--- src/core/scs_consts.vh ---
// Constants for the SPI chip-select timing block.
// Assumes inclusion by core/scs_spi.v only.
`ifndef SCS_CONSTS_VH
`define SCS_CONSTS_VH
// ******************************
// Register byte offsets
// ******************************
`define SCS_OFS_CFG1 8'h34
`define SCS_OFS_CFG2 8'h38
`define SCS_OFS_XMIT 8'h40
`define SCS_OFS_STAT 8'h44
`define SCS_OFS_ISD 8'h48
// ******************************
// Field positions in a configuration word
// ******************************
`define SCS_F_CT_HI 31
`define SCS_F_CT_LO 24
`define SCS_F_PC_HI 23
`define SCS_F_PC_LO 16
`define SCS_F_BD_HI 15
`define SCS_F_BD_LO 8
`define SCS_F_WD_HI 7
`define SCS_F_WD_LO 4
`define SCS_F_HOLD 3
`define SCS_F_FREL 2
`define SCS_F_PHA 1
`define SCS_F_POL 0
// ******************************
// Reset values, timing factors and width code constants
// ******************************
`define SCS_CFG_RST 32'h00000000
`define SCS_CT_MULT 5
`define SCS_WD_LONG 4'h8
`define SCS_WD_BASE8 5'h08
`define SCS_WD_BASE4 5'h04
`define SCS_WD_SHORT 4'h9
`endif

--- src/core/scs_spi.v ---
// SPI master with per-select timing configuration and an Avalon-MM slave.
// Assumes miso is asynchronous to core_clk; the bus master is synchronous.
// How it works
// RULE1 - Nonzero consecutive delay waits 32 times field clocks after each transfer.
// RULE2 - Zero consecutive delay means no gap and continuous clock between characters.
// RULE3 - Select-to-first-edge equals pre-clock field clocks, or half clock if zero.
// RULE4 - Serial clock is module clock divided by baud divider, 1 to 255; a divider of 1 gives the module clock divided by 2.
// RULE5 - Divider resets to zero; software must program nonzero before transfers.
// RULE6 - Mixing divider one with others not one breaks other selects.
// RULE7 - Width codes 0-8 give 8-16 bits, 9-12 give 4-7; rest reserved.
// RULE8 - Hold-active keeps select low until a transfer on another select.
// RULE9 - Without hold-active, select rises when the last transfer completes.
// RULE10 - Without forced release, select stays low if next word queued in time.
// RULE11 - Forced release raises select between transfers for inter-select delay (+1).
// RULE12 - Phase one samples on leading edge, changes on trailing edge.
// RULE13 - Phase zero changes on leading edge, samples on trailing edge.
// RULE14 - Serial clock idles at the polarity bit level.
// RULE15 - Each config register is 32-bit read/write with the documented field layout.
// RULE16 - Each transfer uses the config of its selected chip select.
//
// The Avalon-MM interface to the registers was left to the implementer.
`timescale 1ns/1ps
`include "scs_consts.vh"
module scs_spi #(
	parameter FIFO_DEPTH = 16,
	parameter FIFO_AW = 4
) (
	input wire core_clk, // 200 MHz clock
	input wire sys_rst, // Sync reset, high
	input wire [7:0] avs_address, // Byte address
	input wire avs_read, // Read strobe
	input wire avs_write, // Write strobe
	input wire [31:0] avs_writedata, // Write data
	input wire [3:0] avs_byteenable, // Byte lanes
	output reg [31:0] avs_readdata, // Read data
	output wire avs_waitrequest, // Stall
	output reg serial_clock, // Serial clock
	output reg mosi, // Data out
	input wire miso, // Data in
	output reg [1:0] peripheral_select_line_n // Selects, low active
);
	// ******************************
	// Register file and bus slave
	// ******************************
	reg [31:0] cfg_r [0:1];
	reg [7:0] isd_r;
	reg [15:0] rx_data_r;
	reg rx_new_r;
	reg ack_r;
	wire sel_c1 = (avs_address == `SCS_OFS_CFG1);
	wire sel_c2 = (avs_address == `SCS_OFS_CFG2);
	wire sel_tx = (avs_address == `SCS_OFS_XMIT);
	wire sel_st = (avs_address == `SCS_OFS_STAT);
	wire sel_is = (avs_address == `SCS_OFS_ISD);
	wire fifo_in_ready;
	wire [17:0] fifo_out_data;
	wire fifo_out_valid;
	reg fifo_pop;
	wire busy;
	// One wait state per access; a write to a full FIFO is held off
	wire tx_stall = avs_write && sel_tx && !fifo_in_ready;
	assign avs_waitrequest = (avs_read || avs_write) && (!ack_r || tx_stall);
	wire wr_go = avs_write && !avs_waitrequest;
	wire rd_go = avs_read && !avs_waitrequest;
	// Byte-lane merge for configuration writes
	function [31:0] merge;
		input [31:0] old;
		input [31:0] nw;
		input [3:0] be;
		integer i;
		begin
			merge = old;
			for (i = 0; i < 4; i = i + 1)
				if (be[i])
					merge[i*8 +: 8] = nw[i*8 +: 8];
		end
	endfunction
	// Acknowledge toggle and register writes
	always @(posedge core_clk)
	begin
		if (sys_rst)
		begin
			ack_r <= 1'b0;
			cfg_r[0] <= `SCS_CFG_RST; // RULE15
			cfg_r[1] <= `SCS_CFG_RST; // RULE5
			isd_r <= 8'h00;
		end
		else
		begin
			ack_r <= (avs_read || avs_write) && !ack_r && !tx_stall;
			if (wr_go && sel_c1)
				cfg_r[0] <= merge(cfg_r[0], avs_writedata, avs_byteenable); // RULE15
			if (wr_go && sel_c2)
				cfg_r[1] <= merge(cfg_r[1], avs_writedata, avs_byteenable); // RULE15
			if (wr_go && sel_is && avs_byteenable[0])
				isd_r <= avs_writedata[7:0];
		end
	end
	// Read mux; unmapped addresses read zero
	always @(posedge core_clk)
	begin
		if (sys_rst)
			avs_readdata <= 32'h00000000;
		else if (avs_read && !ack_r)
		begin
			avs_readdata <= 32'h00000000;
			if (sel_c1)
				avs_readdata <= cfg_r[0];
			if (sel_c2)
				avs_readdata <= cfg_r[1];
			if (sel_is)
				avs_readdata <= {24'h000000, isd_r};
			if (sel_st)
				avs_readdata <= {12'h000, fifo_out_valid, fifo_in_ready, busy, rx_new_r, rx_data_r};
		end
	end
	// Transmit FIFO: word is {select, 16-bit data}
	scs_fifo #(.WIDTH(18), .DEPTH(FIFO_DEPTH), .AW(FIFO_AW)) u_fifo (
		.core_clk(core_clk),
		.sys_rst(sys_rst),
		.in_data({1'b0, avs_writedata[16], avs_writedata[15:0]}),
		.in_valid(wr_go && sel_tx),
		.in_ready(fifo_in_ready),
		.out_data(fifo_out_data),
		.out_valid(fifo_out_valid),
		.out_ready(fifo_pop)
	);
	// ******************************
	// Serial engine
	// ******************************
	localparam ST_IDLE = 3'd0;
	localparam ST_LEAD = 3'd1;
	localparam ST_SHIFT = 3'd2;
	localparam ST_GAP = 3'd3;
	localparam ST_REL = 3'd4;
	reg [2:0] st_r;
	reg cur_r;
	reg sel_on_r;
	reg [31:0] acfg_r;
	reg [15:0] sh_r;
	reg [4:0] bits_r;
	reg half_r;
	reg [12:0] cnt_r;
	reg [1:0] miso_sync_r;
	wire [7:0] f_ct = acfg_r[`SCS_F_CT_HI:`SCS_F_CT_LO];
	wire [7:0] f_pc = acfg_r[`SCS_F_PC_HI:`SCS_F_PC_LO];
	wire [7:0] f_bd = acfg_r[`SCS_F_BD_HI:`SCS_F_BD_LO];
	wire f_hold = acfg_r[`SCS_F_HOLD];
	wire f_frel = acfg_r[`SCS_F_FREL];
	wire f_pha = acfg_r[`SCS_F_PHA];
	wire f_pol = acfg_r[`SCS_F_POL];
	wire nxt_sel = fifo_out_data[16];
	wire [31:0] ncfg = cfg_r[nxt_sel]; // RULE16
	wire [3:0] nwd = ncfg[`SCS_F_WD_HI:`SCS_F_WD_LO];
	// Width code to bit count
	wire [4:0] nbits = (nwd <= `SCS_WD_LONG) ? (`SCS_WD_BASE8 + {1'b0, nwd}) : // RULE7
		(`SCS_WD_BASE4 + {1'b0, nwd} - {1'b0, `SCS_WD_SHORT});
	// Half serial period in module clocks, split so high+low equals divider
	wire [7:0] half_lo = {1'b0, f_bd[7:1]};
	wire [7:0] half_hi = f_bd - half_lo;
	wire [7:0] cur_half = half_r ? half_lo : half_hi;
	wire nxt_ok = fifo_out_valid;
	wire same_ok = nxt_ok && (nxt_sel == cur_r);
	assign busy = (st_r != ST_IDLE);
	// Left-justify data of any width into the shifter
	wire [15:0] load_sh = fifo_out_data[15:0] << (5'd16 - nbits);
	// Engine state machine
	always @(posedge core_clk)
	begin
		if (sys_rst)
		begin
			st_r <= ST_IDLE;
			cur_r <= 1'b0;
			sel_on_r <= 1'b0;
			acfg_r <= `SCS_CFG_RST;
			sh_r <= 16'h0000;
			bits_r <= 5'd0;
			half_r <= 1'b0;
			cnt_r <= 13'd0;
			serial_clock <= 1'b0;
			mosi <= 1'b0;
			rx_data_r <= 16'h0000;
			rx_new_r <= 1'b0;
			fifo_pop <= 1'b0;
			miso_sync_r <= 2'b00;
			peripheral_select_line_n <= 2'b11;
		end
		else
		begin
			miso_sync_r <= {miso_sync_r[0], miso};
			fifo_pop <= 1'b0;
			if (rd_go && sel_st)
				rx_new_r <= 1'b0;
			case (st_r)
			ST_IDLE:
			begin
				if (!sel_on_r)
					serial_clock <= cfg_r[cur_r][`SCS_F_POL]; // RULE14
				if (nxt_ok && !fifo_pop && sel_on_r && nxt_sel != cur_r)
				begin
					// Held select goes up first; the new word starts on the next edge
					peripheral_select_line_n <= 2'b11; // RULE8
					sel_on_r <= 1'b0;
				end
				else if (nxt_ok && !fifo_pop)
				begin
					cur_r <= nxt_sel;
					acfg_r <= ncfg; // RULE16
					bits_r <= nbits;
					sh_r <= load_sh;
					mosi <= load_sh[15];
					fifo_pop <= 1'b1;
					half_r <= 1'b0;
					serial_clock <= ncfg[`SCS_F_POL]; // RULE14
					peripheral_select_line_n <= ~(2'b01 << nxt_sel);
					sel_on_r <= 1'b1;
					// Lead delay from select valid to first edge
					cnt_r <= (ncfg[`SCS_F_PC_HI:`SCS_F_PC_LO] == 8'h00) ? // RULE3
						{5'd0, ncfg[`SCS_F_BD_HI:`SCS_F_BD_LO] - {1'b0, ncfg[`SCS_F_BD_HI:`SCS_F_BD_LO+1]}} :
						{5'd0, ncfg[`SCS_F_PC_HI:`SCS_F_PC_LO]};
					st_r <= ST_LEAD;
				end
			end
			ST_LEAD:
			begin
				if (cnt_r <= 13'd1)
				begin
					// Lead time spent: this edge is already the first leading edge,
					// so select-to-edge equals the loaded lead count exactly
					serial_clock <= ~serial_clock; // RULE3
					half_r <= 1'b1;
					cnt_r <= {5'd0, half_lo};
					if (f_pha)
						rx_data_r <= {rx_data_r[14:0], miso_sync_r[1]}; // RULE12
					else
					begin
						// Leading edge puts the first bit out
						sh_r <= {sh_r[14:0], 1'b0}; // RULE13
						mosi <= sh_r[15];
					end
					st_r <= ST_SHIFT;
				end
				else
					cnt_r <= cnt_r - 1'b1;
			end
			ST_SHIFT:
			begin
				if (cnt_r <= 13'd1)
				begin
					// Divider counter terminal: toggle serial clock
					serial_clock <= ~serial_clock; // RULE4
					half_r <= ~half_r;
					cnt_r <= {5'd0, half_r ? half_hi : half_lo};
					if (!half_r)
					begin
						// Leading edge
						if (f_pha)
							rx_data_r <= {rx_data_r[14:0], miso_sync_r[1]}; // RULE12
						else
						begin
							// Present the next bit; the slave takes it on the trailing edge
							sh_r <= {sh_r[14:0], 1'b0}; // RULE13
							mosi <= sh_r[15];
						end
					end
					else
					begin
						// Trailing edge ends a bit
						if (f_pha)
						begin
							sh_r <= {sh_r[14:0], 1'b0}; // RULE12
							mosi <= sh_r[14];
						end
						else
							rx_data_r <= {rx_data_r[14:0], miso_sync_r[1]}; // RULE13
						bits_r <= bits_r - 1'b1;
						if (bits_r == 5'd1)
						begin
							rx_new_r <= 1'b1;
							if (f_ct != 8'h00)
							begin
								cnt_r <= {f_ct, `SCS_CT_MULT'd0}; // RULE1
								st_r <= ST_GAP;
							end
							else if (same_ok && !f_frel && !fifo_pop)
							begin
								// Back to back with no gap, clock stays even
								bits_r <= nbits; // RULE2
								sh_r <= load_sh;
								mosi <= load_sh[15];
								fifo_pop <= 1'b1;
								cnt_r <= {5'd0, half_hi};
							end
							else
							begin
								cnt_r <= 13'd1;
								st_r <= ST_GAP;
							end
						end
					end
				end
				else
					cnt_r <= cnt_r - 1'b1;
			end
			ST_GAP:
			begin
				if (cnt_r <= 13'd1)
				begin
					if (same_ok && !f_frel && !fifo_pop)
					begin
						// Select kept low while the next word is waiting
						bits_r <= nbits; // RULE10
						acfg_r <= ncfg;
						sh_r <= load_sh;
						mosi <= load_sh[15];
						fifo_pop <= 1'b1;
						cnt_r <= {5'd0, half_hi};
						half_r <= 1'b0;
						st_r <= ST_SHIFT;
					end
					else if (f_hold)
						st_r <= ST_IDLE; // RULE8
					else
					begin
						peripheral_select_line_n <= 2'b11; // RULE9
						sel_on_r <= 1'b0;
						// Release time, one extra when no consecutive delay
						cnt_r <= {5'd0, isd_r} + ((f_ct == 8'h00) ? 13'd1 : 13'd0); // RULE11
						st_r <= ST_REL;
					end
				end
				else
					cnt_r <= cnt_r - 1'b1;
			end
			ST_REL:
			begin
				if (cnt_r <= 13'd1)
					st_r <= ST_IDLE;
				else
					cnt_r <= cnt_r - 1'b1;
			end
			default:
				st_r <= ST_IDLE;
			endcase
		end
	end
endmodule

--- src/core/scs_fifo.v ---
// Synchronous FIFO with valid/ready on both sides.
// Assumes one clock and a synchronous active-high reset.
`timescale 1ns/1ps
module scs_fifo #(
	parameter WIDTH = 18,
	parameter DEPTH = 16,
	parameter AW = 4
) (
	input wire core_clk, // Clock
	input wire sys_rst, // Sync reset
	input wire [WIDTH-1:0] in_data, // Write data
	input wire in_valid, // Write request
	output wire in_ready, // Not full
	output wire [WIDTH-1:0] out_data, // Head word
	output wire out_valid, // Not empty
	input wire out_ready // Pop
);
	reg [WIDTH-1:0] mem [0:DEPTH-1];
	reg [AW-1:0] wp_r;
	reg [AW-1:0] rp_r;
	reg [AW:0] cnt_r;
	wire push;
	wire pop;
	// Flags and handshakes
	assign in_ready = (cnt_r != DEPTH[AW:0]);
	assign out_valid = (cnt_r != {(AW+1){1'b0}});
	assign out_data = mem[rp_r];
	assign push = in_valid && in_ready;
	assign pop = out_valid && out_ready;
	// Storage and pointers
	always @(posedge core_clk)
	begin
		if (push)
			mem[wp_r] <= in_data;
		if (sys_rst)
		begin
			wp_r <= {AW{1'b0}};
			rp_r <= {AW{1'b0}};
			cnt_r <= {(AW+1){1'b0}};
		end
		else
		begin
			if (push)
				wp_r <= wp_r + 1'b1;
			if (pop)
				rp_r <= rp_r + 1'b1;
			if (push && !pop)
				cnt_r <= cnt_r + 1'b1;
			else if (pop && !push)
				cnt_r <= cnt_r - 1'b1;
		end
	end
endmodule

--- config.mk ---
export PLATFORM = sky130hd
export DESIGN_NAME = scs_spi
export DESIGN_NICKNAME = d
export VERILOG_FILES = /design/src/core/scs_spi.v /design/src/core/scs_fifo.v
export VERILOG_INCLUDE_DIRS = /design/src /design/src/core
export SDC_FILE = /design/constraint.sdc
export NUM_CORES = 1
export LEC_CHECK = 0
export BUFFER_PORTS_ARGS = -buffer_cell sky130_fd_sc_hd__buf_2
export CAP_MARGIN = 10
export CORE_MARGIN = 4
export CORE_UTILIZATION = 30
export DETAILED_ROUTE_END_ITERATION = 8
export PLACE_DENSITY = 0.53
export SYNTH_ARGS = -nofsm -noshare
export SYNTH_HDL_FRONTEND = slang
export SYNTH_SLANG_ARGS = --single-unit
--- constraint.sdc ---
create_clock -name core_clk -period 5.1 [get_ports core_clk]
set_input_delay 0.51 -clock core_clk [delete_from_list [all_inputs] [get_ports core_clk]]
set_output_delay 0.51 -clock core_clk [all_outputs]
set_load 0.005 [all_outputs]
# Yosys cells after proc, flatten, opt, wreduce, memory -nomap -nowiden
# Memories as Yosys holds them, arrays and structs flattened. A register that Yosys moved wholly into a read port is not among the register bits.
# Cells that the tools add are included.
[word_totals] input_bits=49 mem_count=2 regBits=150 mem_bits_rw=336
[classes] bitwise=6 mux=161 n_shift=2 n_reduce_logical=57 n_eq_ne=30 n_lt_le_gt_ge=2 n_addsub=13
[memory_table] name="u_fifo.mem" depth=16 width=17 read_ports=1 rd_clocked_by_memory_dff=1 write_ports=1 line="scs_fifo.v:18" rtl="reg [WIDTH-1:0] mem [0:DEPTH-1];"
[memory_table] name="cfg_r" depth=2 width=32 read_ports=4 rd_clocked_by_memory_dff=1 write_ports=2 line="scs_spi.v:45" rtl="reg [31:0] cfg_r [0:1];"
[ops] cell="two-way mux 32 bit" count=10
[ops] cell="two-way mux 16 bit" count=17
[ops] cell="two-way mux 8 bit" count=27
[ops] cell="two-way mux 13 bit" count=11
[ops] cell="one-hot mux 13 bit (5 select lines)" count=1
[ops] cell="one-hot mux 16 bit (4 select lines)" count=1
[ops] cell="one-hot mux 32 bit (2 select lines)" count=1
[ops] cell="two-way mux 5 bit" count=12
[ops] cell="two-way mux 1 bit" count=53
[ops] cell="two-way mux 3 bit" count=12
[ops] cell="one-hot mux 16 bit (2 select lines)" count=1
[ops] cell="== test 8 x 7 -> 1 bit (second input constant)" count=3
[ops] cell="logical AND 1 bit" count=24
[ops] cell="!= test 2 bit (second input constant)" count=12
[ops] cell="== test 8 x 6 -> 1 bit (second input constant)" count=2
[ops] cell="zero test 8 bit" count=2
[ops] cell="<< shifter 16 x 5 -> 16 bit" count=1
[ops] cell="subtractor 8 x 7 -> 8 bit" count=2
[ops] cell="one-hot mux 3 bit (5 select lines)" count=1
[ops] cell="one-hot mux 5 bit (3 select lines)" count=1
[ops] cell="AND reduction 5 bit" count=3
[ops] cell="AND reduction 7 bit" count=2
[ops] cell="less-or-equal comparator 13 x 1 -> 1 bit (second input constant)" count=1
[ops] cell="subtractor 13 x 1 -> 13 bit (second input constant)" count=1
[ops] cell="other kinds (42)" count=70

# Logic depth before layout (Yosys ltp)
[depth] word_depth=13 ltp_mapped=19 mapped_depth_nobuf=14

# Hierarchy
# A second synthesis with hierarchy kept.
[hier_totals] hier_cells=1796 area_unflattened_um2=22854.4
[by_module_without_submodules] module="scs_fifo" instances=1 area_per_inst_um2=11738.8 cells_per_inst=552
[by_module_without_submodules] module="scs_spi" instances=1 area_per_inst_um2=11115.7 cells_per_inst=1244

# Worst setup path after synthesis
# No wires, ideal clock.
[synth_timing] path_type="reg-to-reg" startpoint="register with a tool-made name" endpoint="register cnt_r[6]" path_buffers=5 synth_period_minus_slack_ns=4.877 stages_incl_launch_ff=20 arrival_ns=4.776 setup_ns=0.101 setup_slack_ns=0.223 cell_sequence="dfxtp_1 buf_6 mux4_1 mux4_2 buf_6 buf_6 clkbuf_1 clkbuf_1 mux2i_1 inv_1 ha_1 fa_1 nor2b_1 o21ai_0 a21boi_0 o21a_1 nor3_1 or3b_1 a32o_1 o41ai_1"
[synth_lines] element="end signal, assigned" line="scs_spi.v:218" rtl="cnt_r <= (ncfg[`SCS_F_PC_HI:`SCS_F_PC_LO] == 8'h00) ?"
[synth_lines] element="end signal, assigned" line="scs_spi.v:232" rtl="cnt_r <= {5'd0, half_lo};"
[synth_lines] element="end signal, assigned" line="scs_spi.v:244" rtl="cnt_r <= cnt_r - 1'b1;"
[synth_lines] element="end, declared" line="scs_spi.v:143" rtl="reg [12:0] cnt_r;"

==> qor.txt <==
TritonRoute pass-1 iters: 6
Horiz. Die Dim: 278 um
Comb pwr share: 0.166
Peak VDD IR: 0.270 mV
Final hold slack: 161 ps
Layout fillers: 7096
Layout area overhead: 15.2%
EDFF count, synth: 336
Top post-synthesis cells by area: edfxtp_1 (46%), dfxtp_1 (13%), mux4_2 (7.1%), nand2_1 (2.5%), nor2_1 (2.5%)
Crit path setup slack, layout: 403 ps
Full die area: 0.0773 mm2
Crit share post-route: 0.921
Crit path top cell by count: o21ai_0
Largest net degree at the start of global routing: 66
Rows: 98
Clock buffer depth: 3
CTS Buf Count: 53
Residual DRC count: 0
Yosys top cell area share: 0.461
Gr ovfl total: 0
GRT Overall Usage: 0.150
Ys flop type: edfxtp_1
DRT iter0 DRCs: 1314
Clock root buffer: clkbuf_16
Area of the core: 0.0719 mm2
Worst-Margin Slew: 1210 ps
Pre-CTS WS: 80.9 ps
IO buf count: 85
CP max stage cell: mux4_1
Switching power: 2820 uW
Clock sink count: 478
Antenna Cells: 0
Post-layout nets: 1880
Highest attainable clock frequency: 213 MHz
H-tree depth: 2
Buffer and inverter count on the worst path: 2
CTS tree: done
Setup TNS Final: 0 ps
Post-synthesis cell type count: 90
Worst Path Required: 5610 ps
RSZ-0062 raised after global routing: no
Worst path top cell family by delay: multiplexers
Via count: 14800
Crit end category: register
Io pins: 86
Critical path class: register to register
Synth Instances: 1724
Syn Nets: 1806
Crit path max fanout: 27
Clk pin slew, worst setup/hold paths: 70 ps
Hold Crit Class: input port to register
Placed instance area: 0.0234 mm2
Register bit total from synthesis: 478
Status: completed
Final Cell Area: 0.0252 mm2
Gpl congestion: 0.901
Synth warn: 0
Antenna-violating nets left: 0
Die Height: 278 um
Clock Latency Late Sink: 620 ps
Mapped cell area: 0.0219 mm2
Maxcap violations: 0
Fraction of layout cells with a size suffix above 1: 0.189
Initial antenna violation count: 0
Setup-failing EPs final: 0
Global-route wire length before repair: 91300 um
Initial core utilization: 0.304
WL final: 59500 um
Static leakage: 0.00844 uW
Clock skew: 37.1 ps
Via density: 5.29
Yosys top cell by area: edfxtp_1
Final hold violations: 0
Avg WL per Cell: 21.3 um
Pins Over Slew Limit: 0
Reg2Reg Setup Slack: 400 ps
Worst EP arrival: 5210 ps
Clock power share: 0.387
Vias in the first global route: 14700
Critical path launch point type: register
Max_slew headroom: 0.191
Hold_buf cts: 0
Register area share after synthesis: 0.591
CP cell instances: mux4_1, mux4_2, buf_4, mux2i_1, inv_1, ha_1, nor2b_1, o21ai_0, a21boi_0, o21a_1, o21ai_0, or3b_1, a32o_1, o41ai_1
Final min period: 4700 ps
Sw frac: 0.286
Async set or reset register ratio after synthesis: 0
Cell Pwr Density: 391 mW/mm2
Tot Pwr: 9840 uW
Flop pwr share: 0.448
Synthesized area per cell: 12.7 um2
Crit-path max cell delay: 650 ps
Int Pwr: 7020 uW
Dpl hpwl: 41200 um
[cell type report]
cell class | count | area, um2 | share of cell area
multi-input cells | 1100 | 8370 | 0.333
well taps | 950 | 1190 | 0.0472
clock inverters | 36 | 369 | 0.0147
repair buffers | 129 | 758 | 0.0301
flip-flops and latches | 478 | 12900 | 0.514
clock buffers | 64 | 1410 | 0.0559
inverters | 36 | 148 | 0.00586
[placed cells by master (no fill, tap or decap), types with 9 or more instances in the layout]
cell type and count:
a211oi_1 21, a21oi_1 84, a221oi_1 45, a222oi_1 11, a22o_1 13, a22oi_1 26
a311oi_1 17, a31oi_1 15, and2_1 40, and3_1 9, buf_2 84, buf_4 45
clkbuf_16 53, clkinv_2 16, dfxtp_1 140, edfxtp_1 336, ha_1 30, inv_1 35
mux2_2 11, mux2i_1 51, mux4_2 69, nand2_1 148, nand2b_1 14, nand3_1 33
nor2_1 136, nor2_2 12, nor2b_1 11, nor3_1 41, nor4_1 14, o21a_1 11
o21ai_0 61, xnor2_1 15, xor2_1 16
[state kept, by name (all words and copies together), names as in the netlist, 2 cells and up, named ones only]
register and count:
sh_r 16, u_fifo.wp_r 4, acfg_r 19, rx_data_r 16, cfg_r 64, st_r 3, bits_r 5, avs_readdata 32
cnt_r 13, u_fifo.rp_r 4, peripheral_select_line_n 2, isd_r 8, u_fifo.mem 272, miso_sync_r 2, u_fifo.cnt_r 5
[metrics by stage]
| step | cells | utilization |
|---|---|---|
| 6_report | 2793 | 0.350 |
| 3_3_place_gp | 2693 | 0.326 |
| 5_1_grt | 2793 | 0.350 |
| 4_1_cts | 2793 | 0.350 |
| 3_5_place_dp | 2693 | 0.326 |
| 2_1_floorplan | 1724 | - |
[layer usage]
layer  part of all wire  GRT usage
met1               0.46      0.214
met2               0.47      0.242
met3              0.056     0.0240
met4              0.020     0.0359
met5                  0          0
[final timing paths]
path                              from                        end  cells after the start
max                           register      cnt_r[6]$_SDFFE_PP0P_                     14
min                               miso  miso_sync_r[0]$_SDFF_PP0_                      2
max reg2reg                   register      cnt_r[6]$_SDFFE_PP0P_                     14
min reg2reg  rx_data_r[6]$_SDFFE_PP0P_  rx_data_r[7]$_SDFFE_PP0P_                      2
[power groups by stage]
stage               registers [uW]  clock network [uW]  logic [uW]
floorplan                     4410                   0        1120
global placement              4480                   0        1610
detailed placement            4480                   0        1620
CTS                           4400                3910        1620
global route                  4420                4080        1780
finish                        4400                3810        1630
[cells in the mapped netlist (all sizes together) (18+ instances only)]
cell type	count
edfxtp	336
nand2	149
nor2	149
dfxtp	142
a21oi	85
clkbuf	82
mux4	74
o21ai	64
mux2i	54
nor3	47
a221oi	46
and2	40
inv	36
nand3	33
ha	30
buf	28
a22oi	26
a211oi	21
xnor2	18
[kinds of logic (layout without fill, tap and decap cells)]
kind of cell    Yosys count  count (layout)  share of synthesized area
compound gates          385             385                      0.125
mux                     141             141                      0.110
fa+ha+maj                33              33                     0.0199
simple gates            506             506                      0.109
flops                   478             478                      0.591
buf+inv                 146             265                     0.0291
xor+xnor                 35              35                     0.0156
[what timing repair did]
item                                   4_1_cts  5_1_grt
endpoints found under the hold margin        0        0
gates resized for setup                      0        1
buffers inserted                             0        0
setup endpoints to repair                    0        8
No activity file was read; power rests on OpenSTA's default activity.
